### config.mk
export PLATFORM = sky130hd
export DESIGN_NAME = rsa_supervisor
export DESIGN_NICKNAME = d
export VERILOG_FILES = /design/src/rtl/rsa_supervisor.v
export VERILOG_INCLUDE_DIRS = /design/src /design/src/rtl
export SDC_FILE = /design/constraint.sdc
export NUM_CORES = 1
export LEC_CHECK = 0
export BUFFER_PORTS_ARGS = -buffer_cell sky130_fd_sc_hd__buf_2
export CAP_MARGIN = 0
export CORE_UTILIZATION = 35
export CTS_BUF_LIST = sky130_fd_sc_hd__clkbuf_8 sky130_fd_sc_hd__clkbuf_16
export CTS_CLUSTER_SIZE = 30
export DETAILED_ROUTE_END_ITERATION = 7
export PLACE_DENSITY = 0.6
export SYNTH_ARGS = -nofsm -noshare
export SYNTH_HDL_FRONTEND = slang
export SYNTH_SLANG_ARGS = --single-unit
### constraint.sdc
create_clock -name core_clk -period 4.03 [get_ports core_clk]
set_input_delay 0.6045 -clock core_clk [delete_from_list [all_inputs] [get_ports core_clk]]
set_output_delay 0.6045 -clock core_clk [all_outputs]
set_load 0.02 [all_outputs]
### src/rtl/rsa_consts.vh
// constants for the supervisor, alarm and interrupt block
`ifndef RSA_CONSTS_VH
`define RSA_CONSTS_VH

// register offsets
`define RSA_ADDR_ADJUST 4'h7
`define RSA_ADDR_CTRL1 4'hE
`define RSA_ADDR_CTRL2 4'hF

// interrupt_enable_control fields
`define RSA_C1_WK_EN 7
`define RSA_C1_DAY_EN 6
`define RSA_C1_H24 5
`define RSA_C1_CLKB_N 4
`define RSA_C1_TEST 3
`define RSA_C1_CT_HI 2
`define RSA_C1_CT_LO 0

// status_flag_control fields
`define RSA_C2_VSEL 7
`define RSA_C2_VDROP 6
`define RSA_C2_OSC 5
`define RSA_C2_PWR 4
`define RSA_C2_CLKA_N 3
`define RSA_C2_PFLAG 2
`define RSA_C2_WFLAG 1
`define RSA_C2_DFLAG 0

// reset values
`define RSA_RST_ADJUST 8'h00
`define RSA_RST_CTRL1 8'h00
`define RSA_RST_CTRL2 8'h10

// period select codes
`define RSA_CT_OFF 3'h0
`define RSA_CT_LOW 3'h1
`define RSA_CT_2HZ 3'h2
`define RSA_CT_1HZ 3'h3
`define RSA_CT_SEC 3'h4
`define RSA_CT_MIN 3'h5
`define RSA_CT_HOUR 3'h6
`define RSA_CT_MONTH 3'h7

// timing: sample window in microseconds, clock in MHz
`define RSA_WIN_US 7800
`define RSA_CLK_MHZ 125
`define RSA_WIN_CYC (`RSA_WIN_US * `RSA_CLK_MHZ)

`endif

### src/rtl/rsa_supervisor.v
// supervisor flags, supply monitor, alarm and periodic interrupt merge
//
// Behaviour
// - power-up reset clears control and adjustment registers, power flag set
// - power flag reads 1, cleared only by 0
// - oscillator flag low on halt, writable both ways
// - power flag high holds control bits at zero
// - threshold 2.1 V when select 0, else 1.3 V
// - monitor samples one 7.8 ms window per second
// - sampling stops while supply-drop flag is set
// - weekday and daily alarms compare counters, pull irq
// - weekday enable bit 7, daily bit 6
// - periodic, weekday, daily flags at bits 2,1,0
// - alarm flag write 1 ignored, 0 clears
// - clearing flag keeps enable, alarm stays armed
// - period select drives periodic irq, 000 disables
// - all enables zero releases irq high
// - irq low when any source asserts
// - halt sensing only while chip enable low
// - periodic flag clear in level mode releases irq
`include "rsa_consts.vh"
`default_nettype none

module rsa_supervisor #(
  parameter [19:0] WIN_CYCLES = `RSA_WIN_CYC
) (
  input wire core_clk,
  input wire sys_rst,
  input wire [3:0] reg_addr,
  input wire [7:0] reg_wdata,
  input wire reg_wr,
  input wire reg_rd,
  output reg [7:0] reg_rdata,
  input wire chip_enable,
  input wire osc_halt_seen,
  input wire vdd_below_2v1,
  input wire vdd_below_1v3,
  input wire tick_sec,
  input wire tick_min,
  input wire tick_hour,
  input wire tick_month,
  input wire wave_2hz,
  input wire wave_1hz,
  input wire [2:0] cnt_weekday,
  input wire [7:0] cnt_hour,
  input wire [7:0] cnt_minute,
  input wire [6:0] wk_alarm_days,
  input wire [7:0] wk_alarm_hour,
  input wire [7:0] wk_alarm_minute,
  input wire [7:0] day_alarm_hour,
  input wire [7:0] day_alarm_minute,
  input wire irq_out_n_in,
  output reg irq_out_n_out,
  output reg irq_out_n_oe,
  output reg [7:0] adjust_reg,
  output reg [7:0] interrupt_enable_control,
  output reg [7:0] status_flag_control
);

  ////////////////////////////////////////////////////////////////////////////
  // field views

  wire power_up_flag;
  wire osc_running_flag;
  wire supply_drop_flag;
  wire threshold_select;
  wire periodic_flag;
  wire weekday_alarm_flag;
  wire daily_alarm_flag;
  wire weekday_alarm_enable;
  wire daily_alarm_enable;
  wire [2:0] period_select;

  assign power_up_flag = status_flag_control[`RSA_C2_PWR];
  assign osc_running_flag = status_flag_control[`RSA_C2_OSC];
  assign supply_drop_flag = status_flag_control[`RSA_C2_VDROP];
  assign threshold_select = status_flag_control[`RSA_C2_VSEL];
  assign periodic_flag = status_flag_control[`RSA_C2_PFLAG];
  assign weekday_alarm_flag = status_flag_control[`RSA_C2_WFLAG];
  assign daily_alarm_flag = status_flag_control[`RSA_C2_DFLAG];
  assign weekday_alarm_enable = interrupt_enable_control[`RSA_C1_WK_EN];
  assign daily_alarm_enable = interrupt_enable_control[`RSA_C1_DAY_EN];
  assign period_select = interrupt_enable_control[`RSA_C1_CT_HI:`RSA_C1_CT_LO];

  wire irq_in_unused;
  assign irq_in_unused = irq_out_n_in;

  ////////////////////////////////////////////////////////////////////////////
  // write decode

  wire wr_adj;
  wire wr_c1;
  wire wr_c2;

  assign wr_adj = reg_wr && (reg_addr == `RSA_ADDR_ADJUST);
  assign wr_c1 = reg_wr && (reg_addr == `RSA_ADDR_CTRL1);
  assign wr_c2 = reg_wr && (reg_addr == `RSA_ADDR_CTRL2);

  // power flag after this cycle: only a written 0 clears it
  wire next_pwr;
  assign next_pwr = (wr_c2 && !reg_wdata[`RSA_C2_PWR]) ? 1'b0 : power_up_flag;

  ////////////////////////////////////////////////////////////////////////////
  // supply monitor window

  reg [19:0] win_cnt;
  reg win_open;
  wire below_thr;

  assign below_thr = threshold_select ? vdd_below_1v3 : vdd_below_2v1;

  always @(posedge core_clk or posedge sys_rst)
  begin
    if (sys_rst)
    begin
      win_cnt <= 20'h0_0000;
      win_open <= 1'b0;
    end
    else if (supply_drop_flag)
    begin
      win_cnt <= 20'h0_0000;
      win_open <= 1'b0;
    end
    else if (tick_sec && !win_open)
    begin
      win_cnt <= WIN_CYCLES - 20'h0_0001;
      win_open <= 1'b1;
    end
    else if (win_open)
    begin
      if (win_cnt == 20'h0_0000)
      begin
        win_open <= 1'b0;
      end
      else
      begin
        win_cnt <= win_cnt - 20'h0_0001;
      end
    end
  end

  wire drop_set;
  assign drop_set = win_open && below_thr && !supply_drop_flag;

  ////////////////////////////////////////////////////////////////////////////
  // alarm compare

  wire wk_match;
  wire day_match;
  wire wk_set;
  wire day_set;

  assign wk_match = wk_alarm_days[cnt_weekday] && (cnt_hour == wk_alarm_hour)
    && (cnt_minute == wk_alarm_minute);
  assign day_match = (cnt_hour == day_alarm_hour)
    && (cnt_minute == day_alarm_minute);
  assign wk_set = tick_min && wk_match && weekday_alarm_enable;
  assign day_set = tick_min && day_match && daily_alarm_enable;

  ////////////////////////////////////////////////////////////////////////////
  // periodic event select

  reg per_event;
  reg per_pin_low;

  always @*
  begin
    per_event = 1'b0;
    per_pin_low = 1'b0;
    case (period_select)
      `RSA_CT_OFF:
      begin
        per_event = 1'b0;
        per_pin_low = 1'b0;
      end
      `RSA_CT_LOW:
      begin
        per_event = 1'b0;
        per_pin_low = 1'b1;
      end
      `RSA_CT_2HZ:
      begin
        per_event = !wave_2hz;
        per_pin_low = !wave_2hz;
      end
      `RSA_CT_1HZ:
      begin
        per_event = !wave_1hz;
        per_pin_low = !wave_1hz;
      end
      `RSA_CT_SEC:
      begin
        per_event = tick_sec;
        per_pin_low = periodic_flag;
      end
      `RSA_CT_MIN:
      begin
        per_event = tick_min;
        per_pin_low = periodic_flag;
      end
      `RSA_CT_HOUR:
      begin
        per_event = tick_hour;
        per_pin_low = periodic_flag;
      end
      `RSA_CT_MONTH:
      begin
        per_event = tick_month;
        per_pin_low = periodic_flag;
      end
      default:
      begin
        per_event = 1'b0;
        per_pin_low = 1'b0;
      end
    endcase
  end

  ////////////////////////////////////////////////////////////////////////////
  // next register values

  reg [7:0] next_c1;
  reg [7:0] next_c2;
  reg [7:0] next_adj;

  always @*
  begin
    next_adj = adjust_reg;
    next_c1 = interrupt_enable_control;
    next_c2 = status_flag_control;
    if (wr_adj)
    begin
      next_adj = reg_wdata;
    end
    if (wr_c1)
    begin
      next_c1 = reg_wdata;
    end
    if (wr_c2)
    begin
      next_c2[`RSA_C2_VSEL] = reg_wdata[`RSA_C2_VSEL];
      next_c2[`RSA_C2_CLKA_N] = reg_wdata[`RSA_C2_CLKA_N];
      next_c2[`RSA_C2_OSC] = reg_wdata[`RSA_C2_OSC];
      // flags accept only a clearing 0
      next_c2[`RSA_C2_VDROP] = supply_drop_flag && reg_wdata[`RSA_C2_VDROP];
      next_c2[`RSA_C2_PFLAG] = periodic_flag && reg_wdata[`RSA_C2_PFLAG];
      next_c2[`RSA_C2_WFLAG] = weekday_alarm_flag && reg_wdata[`RSA_C2_WFLAG];
      next_c2[`RSA_C2_DFLAG] = daily_alarm_flag && reg_wdata[`RSA_C2_DFLAG];
    end
    next_c2[`RSA_C2_PWR] = next_pwr;
    // hardware sets win over a same-cycle clear
    if (drop_set)
    begin
      next_c2[`RSA_C2_VDROP] = 1'b1;
    end
    if (osc_halt_seen && !chip_enable)
    begin
      next_c2[`RSA_C2_OSC] = 1'b0;
    end
    if (per_event)
    begin
      next_c2[`RSA_C2_PFLAG] = 1'b1;
    end
    if (wk_set)
    begin
      next_c2[`RSA_C2_WFLAG] = 1'b1;
    end
    if (day_set)
    begin
      next_c2[`RSA_C2_DFLAG] = 1'b1;
    end
    // power flag pins the control bits and all flags but the oscillator and power flags at zero
    if (next_pwr)
    begin
      next_adj = 8'h00;
      next_c1 = 8'h00;
      next_c2[`RSA_C2_VSEL] = 1'b0;
      next_c2[`RSA_C2_VDROP] = 1'b0;
      next_c2[`RSA_C2_CLKA_N] = 1'b0;
      next_c2[`RSA_C2_PFLAG] = 1'b0;
      next_c2[`RSA_C2_WFLAG] = 1'b0;
      next_c2[`RSA_C2_DFLAG] = 1'b0;
    end
  end

  ////////////////////////////////////////////////////////////////////////////
  // registers

  always @(posedge core_clk or posedge sys_rst)
  begin
    if (sys_rst)
    begin
      adjust_reg <= `RSA_RST_ADJUST;
      interrupt_enable_control <= `RSA_RST_CTRL1;
      status_flag_control <= `RSA_RST_CTRL2;
    end
    else
    begin
      adjust_reg <= next_adj;
      interrupt_enable_control <= next_c1;
      status_flag_control <= next_c2;
    end
  end

  ////////////////////////////////////////////////////////////////////////////
  // read port

  always @(posedge core_clk or posedge sys_rst)
  begin
    if (sys_rst)
    begin
      reg_rdata <= 8'h00;
    end
    else if (reg_rd)
    begin
      case (reg_addr)
        `RSA_ADDR_ADJUST:
        begin
          reg_rdata <= adjust_reg;
        end
        `RSA_ADDR_CTRL1:
        begin
          reg_rdata <= interrupt_enable_control;
        end
        `RSA_ADDR_CTRL2:
        begin
          reg_rdata <= status_flag_control;
        end
        default:
        begin
          reg_rdata <= 8'h00;
        end
      endcase
    end
  end

  ////////////////////////////////////////////////////////////////////////////
  // interrupt pin merge, open drain

  wire wk_low;
  wire day_low;
  wire any_low;

  assign wk_low = weekday_alarm_flag && weekday_alarm_enable;
  assign day_low = daily_alarm_flag && daily_alarm_enable;
  assign any_low = wk_low || day_low || per_pin_low;

  always @(posedge core_clk or posedge sys_rst)
  begin
    if (sys_rst)
    begin
      irq_out_n_out <= 1'b0;
      irq_out_n_oe <= 1'b0;
    end
    else
    begin
      irq_out_n_out <= 1'b0;
      irq_out_n_oe <= any_low;
    end
  end

endmodule // rsa_supervisor

`default_nettype wire

* Word level (Yosys, flattened, before mapping)
Cells that the tools add are included.
** Word-level totals
- Register bits after elaboration :: 54
- Logic and storage cells :: 101
- Input port bits :: 85
** Operators by class
- Reduce and logical (&&, ||, !) cells :: 43
- Equal/unequal tests :: 15
- Multiplexer cells :: 28
- $add $sub $neg :: 1
- Order comparisons :: 1
** Operators by type and width (number)
- 20-bit 2-to-1 mux :: 4
- 8-bit == test :: 4
- 8-bit 2-to-1 mux :: 4
- 8-bit case mux with 3 select lines :: 1
- 1-bit logical AND :: 21
- 20-bit zero test :: 1
- 20-bit by 1-bit subtractor with 20-bit output, second input constant :: 1
- 3-bit nonzero test :: 5
- 3-bit == test, second input constant :: 4
- 1-bit 2-to-1 mux :: 12
- 4-bit == test, second input constant :: 2
- 4-bit 2-to-1 mux :: 2
- 2-bit nonzero test :: 4
- 1-bit case mux with 7 select lines :: 1
- 3-bit by 2-bit == test with 1-bit output, second input constant :: 2
- 1-bit zero test :: 6
- 1-bit case mux with 5 select lines :: 1
- 4-bit by 3-bit == test with 1-bit output, second input constant :: 1
- 3-bit by 4-bit < comparator with 1-bit output, second input constant :: 1
- 4-bit OR reduction :: 1
- 1-bit binary-select mux with 3-bit select :: 1
- 3-bit by 1-bit == test with 1-bit output, second input constant :: 1
- 3-bit zero test :: 1
- 3-bit 2-to-1 mux :: 1
- 5 further kinds :: 6

* Logic depth before layout (Yosys ltp)
Gate-level depths: netlist of run 1.
- Word-level depth :: 8
- Depth in mapped cells :: 9
- Depth with buffers taken out :: 7

* Least setup slack after synthesis of run 1
Ideal clock, no wire load.
- Path type :: flip-flop to flip-flop
- Start point :: register win_cnt[6]
- End point :: register win_cnt[1]
- Path slack :: 1.718 ns
- Required time :: 3.952 ns
- Data arrival time :: 2.234 ns
- Library setup time :: 0.078 ns
- Cell stages (with the launch flop) :: 7
- Path through :: dfrtp_1 or4_1 buf_2 or4_4 o21ai_2 mux2_1 a21oi_1
** On the way
- Word-level cells in the longest chain between the ends :: 3
** Ends and longest elaborated chain
- from (decl) :: RTL line rsa_supervisor.v:106 : reg [19:0] win_cnt;
- from (signal assigned) :: RTL line rsa_supervisor.v:126 : win_cnt <= WIN_CYCLES - 20'h0_0001;
- from (signal assigned) :: RTL line rsa_supervisor.v:137 : win_cnt <= win_cnt - 20'h0_0001;
- 20-bit zero test :: RTL line rsa_supervisor.v:131 : if (win_cnt == 20'h0_0000)
- 3-bit != test (no source line)
- 2-bit AND reduction (no source line)
Every way passes these cells.
A chain may end at the register's enable or synchronous reset.

* Worst setup path after layout of run 1
Ends and elaborated chain as after synthesis.

==> results of run 1 <==
==> power by group <==
part | switching (mW) | total (mW) | internal (mW) | leakage [nW]
logic | 0.446 | 0.762 | 0.316 | 1.07
registers | 0.124 | 0.753 | 0.630 | 0.705
clock network | 0.186 | 0.374 | 0.189 | 0.0587
total | 0.755 | 1.89 | 1.13 | 1.84
==> layout make-up <==
cell class	count	area, µm²
multi-input cells	258	1738
well taps	108	135.1
inverters	14	52.55
clock buffers	5	68.82
clock inverters	3	47.55
flip-flops and latches	54	1353
fillers	874	4808
repair buffers	119	603.1
==> layout by cell type, fill, tap and decap left out, types with 2 or more instances in the layout <==
master     count
or3_1          6
nor3_1         6
nor4_1         7
nand2_1       21
xnor2_1       32
o21ai_0        9
mux4_2         2
xor2_1        12
dfrtp_1       53
buf_4          3
nand3b_1       2
mux2i_1       24
ha_1           2
nor2_1        31
nand4_1        9
inv_1         13
a21oi_1       33
buf_2        116
o2111ai_1      2
clkbuf_8       5
nand2b_1       3
a211oi_1       4
nand3_1       14
or4b_1         2
o21ai_1        2
or4_1          5
o22ai_1        8
==> worst max-delay path: cells and delay by family (launching register included) <==
family | cells | cell delay [ns]
flip-flops | 1 | 0.43
AO/OA/AOI/OAI | 2 | 0.38
multiplexers | 1 | 0.34
AND/OR/NAND/NOR | 2 | 1.38
==> stage by stage <==
step                instances  cell area (µm²)
finish                    561             3998
global placement          553             3881
detailed placement        553             3881
global route              561             3998
CTS                       561             3998
floorplan                 343             3208
==> layer usage <==
metal  vias to the layer above  track usage, %  part of all wire [%]
li1                       1439               -                     -
met1                      1366           22.66                    45
met2                       102           30.66                    49
met3                         7           3.078                   5.5
met4                         0           4.196                  0.91
met5                         -               0                     0
==> logic make-up after synthesis <==
kind of cell               Yosys count
AOI/OAI and AO/OA                   67
xor gates and xnor gates            44
muxes                               28
and+or+nand+nor                    116
adders and majority gates            2
DFF                                 54
buffers and inverters               31
other                                1
==> worst max-delay path by stage <==
stage | slack (ns) | from | end | depth (start not counted)
final | 1.42 | win_cnt[6] | win_cnt[1] | 5
after global routing | 1.29 | win_cnt[6] | win_cnt[1] | 5
after CTS | 1.42 | win_cnt[6] | win_cnt[1] | 5
after detailed placement | 1.46 | win_cnt[6] | win_cnt[1] | 5
after global placement | 1.47 | win_cnt[6] | win_cnt[1] | 5
after floorplan | 1.72 | win_cnt[6] | win_cnt[1] | 6
==> results by group, run 1 <==
Synth
  • Largest family of logic cells by synthesized area: simple AND/OR/NAND/NOR gates
  • Top cell type's share of synthesized area: 41.34%
  • Netlist Area Pre-Place: 3208 µm²
  • Synth top cells by count: 53 x dfrtp_1, 33 x a21oi_1, 32 x xnor2_1, 31 x nor2_1, 24 x mux2i_1
  • Yosys top cell by area: dfrtp_1
  • Synth warnings: 0
  • Seq/Total Area, Yosys: 42.16%
  • Count of cell types in the netlist: 50
  • Number of flops mapped to enable cells by yosys: 0
  • Syn Area/Cell: 9.353 µm²
  • Leading post-synthesis cells by cell area: dfrtp_1 41%, xnor2_1 8.7%, mux2i_1 7.5%
  • XOR/XNOR Fraction of Synth Area: 12.01%
  • Compound-Gate Fraction of Synth Area: 12.64%
  • Area share of and/or/nand/nor cells after synthesis: 18.88%
  • Async SR Flop Fraction: 100.0%
  • FF+latch count, synth: 54
  • Multiplexer share of the synthesized area: 9.594%
  • Synth Instances: 343
  • Synth Area in Adders: 0.7800%
  • Dominant synthesized flop cell: dfrtp_1
  • Synthesized net count: 430
  • Top-count cell post-synth: dfrtp_1

Status
  • Outcome: complete, but fails checks
  • Failing checks: design-rule violations

Placed design
  • Placer congestion estimate: 0.8774
  • IO buf count: 116
  • HPWL Detailed: 6394 µm
  • Worst slack, placed: 1.456 ns

CTS
  • Post-cts sizing count: 0
  • CTS Root Cell: clkbuf_8
  • CTS tree: done
  • Sink Count: 54
  • CTS max path bufs: 2
  • Htree depth: 2
  • Skew-Pair Late Insertion Delay: 0.31 ns
  • Hold-fix buffers, CTS: 0
  • Worst-path clk slew: 0.11 ns
  • Post-CTS setup buffers: 0
  • CTS buffer count: 5

Setup path
  • R2R cell count: 5
  • Critical Path AT: 2.84 ns
  • Largest fanout on the critical path: 13
  • Reg2reg setup slack: 1.42 ns
  • Worst setup EP type: flip-flop
  • Max stage delay cell, worst path: or4_1
  • Reg-to-Reg Start: win_cnt[6]
  • Worst EP required: 4.26 ns
  • Crit path launch type: flip-flop
  • CP Class: flip-flop to flip-flop
  • Critical Path Max Stage Delay: 0.69 ns
  • Worst path cell trace: or4_1, or4_4, o21ai_2, mux2_1, a21oi_1
  • RR Endpoint: win_cnt[1]

Floorplan
  • Core ar.: 8806 µm²
  • Row count: 34
  • Chip width: 97.74 µm
  • Die H: 97.74 µm
  • Initial Utilization: 36.43%
  • IO Pins: 119
  • Die area: 9553 µm²

Cells and area
  • Syn-to-layout area delta: 24.61%
  • Final #Nets: 539
  • Ant diodes: 0
  • Reg with most FFs: win_cnt
  • Max FFs per register: 20
  • Fin util: 45.40%
  • Share of cells above drive strength 1: 30.68%

Timing
  • Setup-failing EPs final: 0
  • Final setup margin: 1.424 ns
  • Worst slew margin: 37.03%
  • Fin crit period: 2.606 ns
  • Final Max Slew Viols: 0
  • Fin Hold WS: 0.3338 ns
  • Setup TNS: 0 ns
  • Period Utilization, post-route: 64.67%
  • Worst slew pin tran: 0.9404 ns
  • Max Fclk: 0.3837 GHz
  • Hold Vio Cnt, Final: 0
  • RSZ-0062 raised after global routing: no
  • Worst clock skew: 0.01050 ns

Power and ir drop
  • Overall Power: 1.890 mW
  • Leak: 1.836 nW
  • Power density cells: 472.7 nW/µm²
  • Worst VDD drop: 0.1978 mV

Detailed routing
  • DR pass1 iterations: 6
  • Antenna-violating nets left: 0
  • Final WL: 8358 µm
  • Vias per cell: 5.194
  • DRC: 8
  • DR vias: 2914
  • DRT iter0 DRCs: 64
  • Wirelength per Cell: 14.90 µm

Global routing
  • Largest net degree at the start of global routing: 30
  • Overflow after GRT: 0
  • Initial antenna violation count: 0
  • Vias in the first global route: 2720
  • GRT Total Usage: 17.57%
  • Wire length of the first global-routing pass: 13340 µm

Min path
  • Hold/Removal Path Class: primary input to asynchronous set/reset pin

Job
  • MaxCap Viol Count: 0
Power figures use the tool's default switching activity.
==> inputs of run 2 (changes only) <==
- clock period: 4.03 -> 2.7 ns (I/O delays scaled with it)
==> results by group, run 2 (synthesized netlist as in run 1, its figures left out) <==
Status
  • Outcome: complete, but fails checks
  • Failing checks: design-rule violations

Global routing
  • Largest net degree at the start of global routing: 39
  • Wire length of the first global-routing pass: 14100 µm
  • Vias in the first global route: 2799
  • Overflow after GRT: 0
  • GRT Total Usage: 18.52%
  • Initial antenna violation count: 0

Floorplan
  • Row count: 34
  • IO Pins: 119
  • Die H: 97.74 µm
  • Chip width: 97.74 µm
  • Core ar.: 8806 µm²
  • Initial Utilization: 36.43%
  • Die area: 9553 µm²

Detailed routing
  • DR pass1 iterations: 8
  • DRC: 8
  • Vias per cell: 5.217
  • DRT iter0 DRCs: 125
  • DR vias: 2953
  • Wirelength per Cell: 15.03 µm
  • Final WL: 8506 µm
  • Antenna-violating nets left: 0

Setup path
  • Largest fanout on the critical path: 13
  • Crit path launch type: flip-flop
  • CP Class: flip-flop to flip-flop
  • Worst setup EP type: flip-flop
  • Critical Path AT: 2.67 ns
  • Reg2reg setup slack: 0.25 ns
  • Worst EP required: 2.92 ns

Min path
  • Hold/Removal Path Class: primary input to asynchronous set/reset pin

Timing
  • Worst slew margin: 47.54%
  • Hold Vio Cnt, Final: 0
  • Fin Hold WS: 0.2267 ns
  • Period Utilization, post-route: 90.74%
  • Final Max Slew Viols: 0
  • Fin crit period: 2.450 ns
  • Worst clock skew: 0.01543 ns
  • Worst slew pin tran: 0.7857 ns
  • RSZ-0062 raised after global routing: no
  • Final setup margin: 0.2501 ns
  • Setup-failing EPs final: 0
  • Setup TNS: 0 ns
  • Max Fclk: 0.4082 GHz

CTS
  • Post-cts sizing count: 0
  • Worst-path clk slew: 0.11 ns
  • Htree depth: 2
  • Sink Count: 54
  • Post-CTS setup buffers: 0
  • CTS max path bufs: 2
  • CTS buffer count: 5
  • CTS Root Cell: clkbuf_8
  • CTS tree: done
  • Skew-Pair Late Insertion Delay: 0.31 ns
  • Hold-fix buffers, CTS: 0

Cells and area
  • Share of cells above drive strength 1: 31.44%
  • Fin util: 45.88%
  • Final #Nets: 544
  • Most common cell after layout, fill and taps aside: buf_2
  • Max FFs per register: 20
  • Reg with most FFs: win_cnt
  • Ant diodes: 0
  • Syn-to-layout area delta: 25.94%
  • Most frequent cells in the layout: 116 x buf_2, 53 x dfrtp_1, 33 x a21oi_1

Placed design
  • IO buf count: 116
  • HPWL Detailed: 6477 µm
  • Placer congestion estimate: 0.8049
  • Worst slack, placed: 0.2635 ns

Power and ir drop
  • Overall Power: 2.872 mW
  • Leak: 1.863 nW
  • Worst VDD drop: 0.3158 mV
  • Power density cells: 710.8 nW/µm²

Job
  • MaxCap Viol Count: 0
==> run 2: final timing paths <==
path                               startpoint                     end  cells past startpoint
max in group asynchronous             sys_rst           adjust_reg[2]                      3
min in group core_clk           osc_halt_seen  status_flag_control[5]                      2
worst min-delay path                  sys_rst             win_cnt[11]                      2
worst min register to register   reg_rdata[3]            reg_rdata[3]                      2
worst max-delay path               win_cnt[6]              win_cnt[1]                      5
worst max register to register     win_cnt[6]              win_cnt[1]                      5
==> run 2: per-stage QoR <==
stage          instance area [µm²]  cells
5_1_grt                       4040    566
2_1_floorplan                 3208    343
4_1_cts                       4040    566
3_3_place_gp                  3919    558
3_5_place_dp                  3919    558
6_report                      4040    566
==> run 2: layer usage <==
metal	vias up	GRT usage, %	wire (µm)	part of all wire [%]
met3	5	3.364	452	5.3
met4	0	4.196	72	0.85
met5	-	0	0	0
met2	100	30.88	4121	48
li1	1450	-	-	-
met1	1398	25.11	3859	45
==> run 2: cell type report <==
class | count | area (µm²)
fillers | 872 | 4766
multi-input cells | 258 | 1738
flip-flops and latches | 54 | 1353
repair buffers | 124 | 640.6
well taps | 108 | 135.1
clock buffers | 6 | 82.58
inverters | 14 | 52.55
clock inverters | 2 | 38.79
==> run 2: worst max-delay path: stages (launching register included) <==
cell and delay, ns:
dfrtp_1 0.44, or4_1 0.60, or4_4 0.67, o21ai_2 0.18, mux2_1 0.34, a21oi_1 0.14
==> run 2: power by group <==
part           internal [mW]  switching (mW)
logic                  0.487           0.678
registers              0.940           0.186
clock network          0.305           0.276
